[config.mk]
export PLATFORM = sky130hd
export DESIGN_NAME = hgc_top
export DESIGN_NICKNAME = d
export VERILOG_FILES = /design/src/hgc_pkg.sv /design/src/hgc_pin_filter.sv /design/src/hgc_gap_timer.sv /design/src/hgc_top.sv
export SDC_FILE = /design/constraint.sdc
export NUM_CORES = 1
export LEC_CHECK = 0
export ABC_AREA = 0
export BUFFER_PORTS_ARGS = -buffer_cell sky130_fd_sc_hd__buf_2
export CORE_MARGIN = 8
export CORE_UTILIZATION = 35
export DETAILED_ROUTE_END_ITERATION = 12
export GPL_ROUTABILITY_DRIVEN = 0
export PLACE_DENSITY = 0.66
export SLEW_MARGIN = 25
export SYNTH_ARGS = -nofsm -noshare
export SYNTH_HDL_FRONTEND = slang
export SYNTH_SLANG_ARGS = --single-unit
export TNS_END_PERCENT = 100
[constraint.sdc]
create_clock -name clk_in -period 2.4 [get_ports clk_in]
set_input_delay 0.48 -clock clk_in [delete_from_list [all_inputs] [get_ports clk_in]]
set_output_delay 0.48 -clock clk_in [all_outputs]
set_load 0.1 [all_outputs]
[src/hgc_pkg.sv]
// Shared constants and carrier types of the H-bridge gate control block
package hgc_pkg;

   // ==========================================================
   // Timing
   // ==========================================================
   localparam int CLK_NS = 4;
   localparam int CLR_MIN_NS = 3100;
   localparam int CLR_MAX_NS = 3600;
   localparam int SHUT_NS = 7000;
   localparam int DEAD_NS = 20;
   // Least times round up, longest times round down
   localparam int CLR_MIN_CYC = (CLR_MIN_NS + CLK_NS - 1) / CLK_NS;
   localparam int CLR_MAX_CYC = CLR_MAX_NS / CLK_NS;
   localparam int SHUT_CYC = (SHUT_NS + CLK_NS - 1) / CLK_NS;
   localparam int DEAD_CYC = (DEAD_NS + CLK_NS - 1) / CLK_NS;
   localparam int PIN_CNT_W = 11;
   localparam int GAP_W = 8;

   // ==========================================================
   // Register map
   // ==========================================================
   localparam int ADDR_W = 4;
   localparam logic [3:0] ADDR_CTRL = 4'h0;
   localparam logic [3:0] ADDR_STATUS = 4'h4;
   localparam logic [3:0] ADDR_MASK = 4'h8;
   localparam logic [3:0] ADDR_STATE = 4'hC;
   localparam int EV_W = 4;
   localparam int EV_UV = 0;
   localparam int EV_SC = 1;
   localparam int EV_OT = 2;
   localparam int EV_SHUT = 3;
   localparam int CTRL_W = 16;
   localparam int BE_DIS = 0;
   localparam int BE_GAP = 1;
   localparam logic [GAP_W-1:0] GAP_RST = GAP_W'(DEAD_CYC);

   // ==========================================================
   // Types
   // ==========================================================
   typedef struct packed {
      logic upper;
      logic lower;
   } hgc_half_type;

   typedef hgc_half_type [1:0] hgc_bridge_type;

   typedef struct packed {
      logic [GAP_W-1:0] gap;
      logic [6:0] rsvd;
      logic dis;
   } hgc_ctrl_type;

   typedef struct packed {
      logic shut_pin_n;
      logic cause_pin_n;
      logic off_all;
      logic ot;
      logic [1:0] uv;
      logic [1:0] sc_latch;
      hgc_bridge_type gates;
   } hgc_state_type;

endpackage

[src/hgc_pin_filter.sv]
// Duration filter on the gap and shutoff pin: diagnosis clear and shutdown
`timescale 1ns/1ps
module hgc_pin_filter (
   input wire logic clk_in,
   input wire logic nrst_in,
   input wire logic pin_high_in,
   output logic shut_out,
   output logic clear_out
);
   localparam logic [hgc_pkg::PIN_CNT_W-1:0] MIN_C = hgc_pkg::PIN_CNT_W'(hgc_pkg::CLR_MIN_CYC);
   localparam logic [hgc_pkg::PIN_CNT_W-1:0] MAX_C = hgc_pkg::PIN_CNT_W'(hgc_pkg::CLR_MAX_CYC);
   localparam logic [hgc_pkg::PIN_CNT_W-1:0] SHUT_C = hgc_pkg::PIN_CNT_W'(hgc_pkg::SHUT_CYC);

   logic [hgc_pkg::PIN_CNT_W-1:0] cnt;
   logic [hgc_pkg::PIN_CNT_W-1:0] next_cnt;
   logic next_shut;
   logic next_clear;

   always_comb begin
      next_cnt = cnt;
      next_shut = shut_out;
      next_clear = 1'b0;
      if (pin_high_in) begin
         if (cnt < SHUT_C) begin
            next_cnt = cnt + 1'b1;
         end
         next_shut = (next_cnt == SHUT_C);
      end else begin
         next_cnt = '0;
         next_shut = 1'b0;
         if (((cnt >= MIN_C) && (cnt <= MAX_C)) || (cnt == SHUT_C)) begin
            next_clear = 1'b1;
         end
      end
   end

   always_ff @(posedge clk_in) begin
      if (!nrst_in) begin
         cnt <= '0;
         shut_out <= 1'b0;
         clear_out <= 1'b0;
      end else begin
         cnt <= next_cnt;
         shut_out <= next_shut;
         clear_out <= next_clear;
      end
   end
endmodule // hgc_pin_filter

[src/hgc_gap_timer.sv]
// Non-overlap timer for the two gates of one half-bridge
`timescale 1ns/1ps
module hgc_gap_timer (
   input wire logic clk_in,
   input wire logic nrst_in,
   input hgc_pkg::hgc_half_type target_in,
   input wire logic [hgc_pkg::GAP_W-1:0] gap_in,
   output hgc_pkg::hgc_half_type gate_out
);
   logic [hgc_pkg::GAP_W-1:0] cnt;
   logic [hgc_pkg::GAP_W-1:0] next_cnt;
   hgc_pkg::hgc_half_type next_gate;
   logic off_needed;

   always_comb begin
      next_gate = gate_out;
      next_cnt = '0;
      off_needed = |(gate_out & ~target_in);
      if (off_needed) begin
         next_gate = gate_out & target_in;
      end else if (gate_out != target_in) begin
         if (cnt >= gap_in) begin
            next_gate = target_in;
         end else begin
            next_cnt = cnt + 1'b1;
         end
      end
   end

   always_ff @(posedge clk_in) begin
      if (!nrst_in) begin
         cnt <= '0;
         gate_out <= '0;
      end else begin
         cnt <= next_cnt;
         gate_out <= next_gate;
      end
   end
endmodule // hgc_gap_timer

[src/hgc_top.sv]
// Gate control logic of an H-bridge driver with Avalon-MM registers
//
// Chosen here: the register addresses and the Avalon-MM interface to the registers.
`timescale 1ns/1ps
module hgc_top (
   input wire logic clk_in,
   input wire logic nrst_in,
   input wire logic dir_in,
   input wire logic pwm_in,
   input wire logic gap_and_shutoff_pin_in,
   input wire logic [1:0] supply_low_fault_in,
   input wire logic [1:0] overcurrent_fault_in,
   input wire logic overheat_warning_in,
   input wire logic shutdown_flag_n_in,
   output logic shutdown_flag_n_out,
   output logic shutdown_flag_n_oe_n_out,
   input wire logic cause_warning_flag_n_in,
   output logic cause_warning_flag_n_out,
   output logic cause_warning_flag_n_oe_n_out,
   output logic upper_gate_a_out,
   output logic lower_gate_a_out,
   output logic upper_gate_b_out,
   output logic lower_gate_b_out,
   input wire logic [hgc_pkg::ADDR_W-1:0] avs_address,
   input wire logic avs_read,
   input wire logic avs_write,
   input wire logic [31:0] avs_writedata,
   input wire logic [3:0] avs_byteenable,
   output logic [31:0] avs_readdata,
   output logic avs_waitrequest,
   output logic irq_out
);
   // ==========================================================
   // Pin filter and gap timers
   // ==========================================================
   logic pin_shut;
   logic diag_clear;
   hgc_pkg::hgc_bridge_type target;
   hgc_pkg::hgc_bridge_type gates;
   hgc_pkg::hgc_ctrl_type ctrl;

   hgc_pin_filter u_pin_filter (
      .clk_in(clk_in),
      .nrst_in(nrst_in),
      .pin_high_in(gap_and_shutoff_pin_in),
      .shut_out(pin_shut),
      .clear_out(diag_clear)
   );

   genvar h;
   generate
      for (h = 0; h < 2; h++) begin : g_half
         hgc_gap_timer u_gap (
            .clk_in(clk_in),
            .nrst_in(nrst_in),
            .target_in(target[h]),
            .gap_in(ctrl.gap),
            .gate_out(gates[h])
         );
      end
   endgenerate

   assign upper_gate_a_out = gates[0].upper;
   assign lower_gate_a_out = gates[0].lower;
   assign upper_gate_b_out = gates[1].upper;
   assign lower_gate_b_out = gates[1].lower;

   // ==========================================================
   // Gate mapping and fault handling
   // ==========================================================
   hgc_pkg::hgc_bridge_type demand;
   logic [1:0] sc_latch;
   logic [1:0] next_sc_latch;
   logic [1:0] affected;
   logic off_all;
   logic shut_n;
   logic cause_n;
   logic next_shut_n;
   logic next_cause_n;
   logic pull_level;

   always_comb begin
      if (pwm_in) begin
         demand[0] = dir_in ? 2'b01 : 2'b10;
         demand[1] = dir_in ? 2'b10 : 2'b01;
      end else begin
         demand[0] = 2'b10;
         demand[1] = 2'b10;
      end
      off_all = pin_shut | ctrl.dis;
      next_sc_latch = (diag_clear ? 2'b00 : sc_latch) | overcurrent_fault_in;
      affected = supply_low_fault_in | sc_latch;
      for (int i = 0; i < 2; i++) begin
         target[i] = (off_all || affected[i]) ? 2'b00 : demand[i];
      end
      next_shut_n = off_all || (target == demand);
      next_cause_n = off_all || !((|supply_low_fault_in) || overheat_warning_in);
   end

   always_ff @(posedge clk_in) begin
      if (!nrst_in) begin
         sc_latch <= 2'b00;
         shut_n <= 1'b1;
         cause_n <= 1'b1;
         pull_level <= 1'b0;
      end else begin
         sc_latch <= next_sc_latch;
         shut_n <= next_shut_n;
         cause_n <= next_cause_n;
         pull_level <= 1'b0;
      end
   end

   // Open-drain flags: pull low by enabling the driver
   assign shutdown_flag_n_out = pull_level;
   assign shutdown_flag_n_oe_n_out = shut_n;
   assign cause_warning_flag_n_out = pull_level;
   assign cause_warning_flag_n_oe_n_out = cause_n;

   // ==========================================================
   // Events, status and interrupt
   // ==========================================================
   logic [hgc_pkg::EV_W-1:0] status;
   logic [hgc_pkg::EV_W-1:0] mask;
   logic [hgc_pkg::EV_W-1:0] next_status;
   logic [hgc_pkg::EV_W-1:0] next_mask;
   logic [hgc_pkg::EV_W-1:0] events;
   logic [hgc_pkg::EV_W-1:0] w1c;
   logic [1:0] prev_uv;
   logic prev_ot;
   logic prev_shut;
   logic next_irq;

   always_comb begin
      events = '0;
      events[hgc_pkg::EV_UV] = |(supply_low_fault_in & ~prev_uv);
      events[hgc_pkg::EV_SC] = |(overcurrent_fault_in & ~sc_latch);
      events[hgc_pkg::EV_OT] = overheat_warning_in & ~prev_ot;
      events[hgc_pkg::EV_SHUT] = pin_shut & ~prev_shut;
      // Set wins over a simultaneous clear
      next_status = (status & ~w1c) | events;
      next_irq = |(status & mask);
   end

   always_ff @(posedge clk_in) begin
      if (!nrst_in) begin
         status <= '0;
         prev_uv <= 2'b00;
         prev_ot <= 1'b0;
         prev_shut <= 1'b0;
         irq_out <= 1'b0;
      end else begin
         status <= next_status;
         prev_uv <= supply_low_fault_in;
         prev_ot <= overheat_warning_in;
         prev_shut <= pin_shut;
         irq_out <= next_irq;
      end
   end

   // ==========================================================
   // Avalon-MM slave
   // ==========================================================
   hgc_pkg::hgc_ctrl_type next_ctrl;
   hgc_pkg::hgc_ctrl_type wr_ctrl;
   hgc_pkg::hgc_state_type state;
   logic [31:0] next_readdata;
   logic next_waitrequest;
   logic wr_go;

   always_comb begin
      state.shut_pin_n = shutdown_flag_n_in;
      state.cause_pin_n = cause_warning_flag_n_in;
      state.off_all = off_all;
      state.ot = overheat_warning_in;
      state.uv = supply_low_fault_in;
      state.sc_latch = sc_latch;
      state.gates = gates;
      wr_go = avs_write && !avs_waitrequest;
      wr_ctrl = hgc_pkg::hgc_ctrl_type'(avs_writedata[hgc_pkg::CTRL_W-1:0]);
      next_ctrl = ctrl;
      next_mask = mask;
      w1c = '0;
      next_readdata = avs_readdata;
      next_waitrequest = 1'b1;
      if ((avs_read || avs_write) && avs_waitrequest) begin
         next_waitrequest = 1'b0;
      end
      if (avs_read && avs_waitrequest) begin
         if (avs_address == hgc_pkg::ADDR_CTRL) begin
            next_readdata = 32'(ctrl);
         end else if (avs_address == hgc_pkg::ADDR_STATUS) begin
            next_readdata = 32'(status);
         end else if (avs_address == hgc_pkg::ADDR_MASK) begin
            next_readdata = 32'(mask);
         end else if (avs_address == hgc_pkg::ADDR_STATE) begin
            next_readdata = 32'(state);
         end else begin
            next_readdata = 32'h0000_0000;
         end
      end
      if (wr_go) begin
         if (avs_address == hgc_pkg::ADDR_CTRL) begin
            if (avs_byteenable[hgc_pkg::BE_DIS]) begin
               next_ctrl.dis = wr_ctrl.dis;
            end
            if (avs_byteenable[hgc_pkg::BE_GAP]) begin
               next_ctrl.gap = wr_ctrl.gap;
            end
         end else if (avs_address == hgc_pkg::ADDR_STATUS) begin
            if (avs_byteenable[0]) begin
               w1c = avs_writedata[hgc_pkg::EV_W-1:0];
            end
         end else if (avs_address == hgc_pkg::ADDR_MASK) begin
            if (avs_byteenable[0]) begin
               next_mask = avs_writedata[hgc_pkg::EV_W-1:0];
            end
         end
      end
   end

   always_ff @(posedge clk_in) begin
      if (!nrst_in) begin
         ctrl <= '{gap: hgc_pkg::GAP_RST, rsvd: 7'h00, dis: 1'b0};
         mask <= '0;
         avs_readdata <= 32'h0000_0000;
         avs_waitrequest <= 1'b1;
      end else begin
         ctrl <= next_ctrl;
         mask <= next_mask;
         avs_readdata <= next_readdata;
         avs_waitrequest <= next_waitrequest;
      end
   end

   logic run_ok;
   assign run_ok = !off_all && (sc_latch == 2'b00) && (supply_low_fault_in == 2'b00)
      && (ctrl.gap <= hgc_pkg::GAP_RST);
endmodule // hgc_top

==> flow_metrics.tcl <==
set metrics [dict create \
    utilization_pct 42.24 \
    antenna_found_initial 0 \
    die-area_um2 15460 \
    areaGrowthSynthToFinish_pct 17.39 \
    cts_tree "built" \
    root_buffer "clkbuf_16" \
    path_max_fanout 6 \
    wl_per_cell_um 15.46 \
    relSlewSlack_pct 65.30 \
    cp.required_ps 2620 \
    synthAdderAreaFrac_pct 8.526 \
    drv_cap 0 \
    worstHoldEndpoint "u_pin_filter.clear_out$_SDFF_PP0_" \
    p_leak_nw 2.064 \
    diodes 0 \
    drc 0 \
    synth_top_family_by_area "simple AND/OR/NAND/NOR gates" \
    hp-start "gap_and_shutoff_pin_in" \
    dr.pass1.iters 4 \
    cts_buffers 9 \
    reg2reg_from "u_pin_filter.shut_out$_SDFF_PN0_" \
    cts_hold_buffers 0 \
    cp.arrival_ps 2430 \
    reg2reg_slack_ps 190 \
    async_flop_share_pct 0 \
    drtAntennaViolNets 0 \
    fin_skew_ps 5.854 \
    port_buffers 55 \
    min_path_type "in2reg" \
    tightest_slew_ps 520.5 \
    mostFrequentLayoutCell "dfxtp_1" \
    yosys_warnings 0 \
    max_freq_mhz 452.6 \
    drt-initial-drc-count 183 \
    endpoint_kind "register" \
    rsz0062_at_grt "no" \
    die_x_um 124.4 \
    synthMuxAreaShare_pct 4.537 \
    place_area_um2 4504 \
    path_clk_slew_ps 60 \
    fin_nets 610 \
    clk_latency_ps 330 \
    synth_area_um2 4109 \
    grt_pass1_vias 3546 \
    overflow 0 \
    final_cell_mix "dfxtp_1 (76), buf_2 (55), nand2_1 (42), nor2_1 (41), ha_1 (28)" \
    ys_ff_latch 76 \
    die_h_um 124.4 \
    design_area_um2 4823 \
    drive_gt1_share_pct 19.36 \
    num_rows 39 \
    core_um2 11420 \
    ys_types 59 \
    timing.hold.ws_ps 355.1 \
    vias_per_cell 5.159 \
    seq_area_frac_synth_pct 37.03 \
    avgSynthCellArea_um2 8.799 \
    synth_edf_count 0 \
    fin_crit_ps 2210 \
    ys.flop_type "dfxtp_1" \
    post-route-period-util_pct 92.07 \
    synth-compound-area-share_pct 15.32 \
    grt_pass1_wl_um 17200 \
    peakVddDrop_mv 0.3301 \
    syn-instance-count 467 \
    vias 3482 \
    drt_wl_total_um 10440 \
    grt_max_degree 21 \
    whs_path_depth 2 \
    critPathKind "reg2reg" \
    hpwlAfterDp_um 7998 \
    regToRegEndpoint "g_half[0].u_gap.gate_out[1]$_SDFFE_PN0P_" \
    ctsLongestPathBuffers 2 \
    synth_simple_gate_area_share_pct 22.72 \
    cts.sinks 76 \
    start_kind "register" \
    io-pin-count 96 \
    power_density_nw_per_um2 636.7 \
    grt_usage_pct 13.28 \
    hold_viol 0 \
    status "finished, final reports clean" \
    synthXorXnorAreaFrac_pct 4.050 \
    report.final.slew_viol_count 0 \
    cts_htree_levels 3 \
    setup_viol 0 \
    initial_utilization_pct 35.99 \
    r2r_cells 9 \
]
## flip-flops by register name, summed over array words and instances (netlist names), 2 cells and up
register	flops
prev_uv	2
g_half.u_gap.cnt	16
status	4
u_pin_filter.cnt	11
g_half.u_gap.gate_out	4
mask	4
sc_latch	2
ctrl	9
avs_readdata	16
## worst max path at each step
stage | start | end | slack [ps]
2_1_floorplan | g_half[0].u_gap.gate_out[1]$_SDFFE_PN0P_ | g_half[0].u_gap.gate_out[1]$_SDFFE_PN0P_ | 340
3_3_place_gp | supply_low_fault_in[1] | g_half[1].u_gap.cnt[2]$_SDFF_PP0_ | 40
3_5_place_dp | supply_low_fault_in[0] | g_half[0].u_gap.cnt[5]$_SDFF_PP0_ | -70
4_1_cts | u_pin_filter.shut_out$_SDFF_PN0_ | g_half[0].u_gap.cnt[5]$_SDFF_PP0_ | 70
5_1_grt | u_pin_filter.shut_out$_SDFF_PN0_ | g_half[1].u_gap.cnt[2]$_SDFF_PP0_ | 20
6_report | u_pin_filter.shut_out$_SDFF_PN0_ | g_half[0].u_gap.gate_out[1]$_SDFFE_PN0P_ | 190
## final cells by class
cell class,instances,area [µm²]
Tap cell,143,178.9
Sequential cell,76,1521
Clock buffer,9,225.2
Clock inverter,6,71.32
Timing Repair Buffer,70,387.9
Multi-Input combinational cell,349,2356
Fill cell,1139,6595
Inverter,22,82.58
## power breakdown
group | switching, mW | leakage, nW | internal, mW
Clock | 0.557 | 0.139 | 0.810
Combinational | 0.304 | 1.31 | 0.0914
Sequential | 0.0225 | 0.617 | 1.29
Total | 0.883 | 2.06 | 2.19
## metal layers
| metal | global-route usage, % | up-vias | routed length [µm] |
|---|---|---|---|
| li1 | - | 1734 | - |
| met1 | 14.74 | 1645 | 4494 |
| met2 | 23.84 | 87 | 5326 |
| met3 | 3.532 | 16 | 440 |
| met4 | 4.536 | 0 | 174 |
| met5 | 0 | - | 0 |
## kinds of logic after synthesis
kind of cell,Yosys count
other,1
AOI/OAI and AO/OA,86
buffers and inverters,59
muxes,17
xor gates and xnor gates,19
DFF,76
adders and majority gates,28
and+or+nand+nor,181
## synth_stat cells (11+ instances only)
library cell / n / area, µm²
mux2i_1: 13 / 130.1
nand2_1: 42 / 157.7
buf_4: 18 / 135.1
dfxtp_1: 76 / 1521
nor2_1: 41 / 153.9
nor2b_1: 27 / 168.9
inv_1: 22 / 82.58
o21ai_0: 11 / 55.05
xor2_1: 14 / 122.6
ha_1: 28 / 350.3
nand3_1: 25 / 125.1
a21oi_1: 15 / 75.07
## through the flow
step	worst slack (ps)	power [mW]	TNS, ps	cells
after global routing	22.94	3.180	0	675
after global placement	35.17	1.723	0	660
final	190.4	3.071	0	675
after CTS	65.03	3.106	0	675
after detailed placement	-69.85	1.728	-557.7	660
after floorplan	336.1	1.655	0	484
## worst max-delay path: stages, from the launching register on
cell,delay [ps]
dfxtp_1,370
nor4_2,290
buf_4,170
nand2_1,70
ha_1,210
a2111oi_2,280
o21ai_1,170
nand2_1,100
o21ai_0,150
o221a_2,300
## what timing repair did
item | 4_1_cts | 5_1_grt
endpoints found under the setup margin | 0 | 20
setup buffers | 0 | 0
resized for setup | 0 | 9
(Power assumes the default switching activity.)
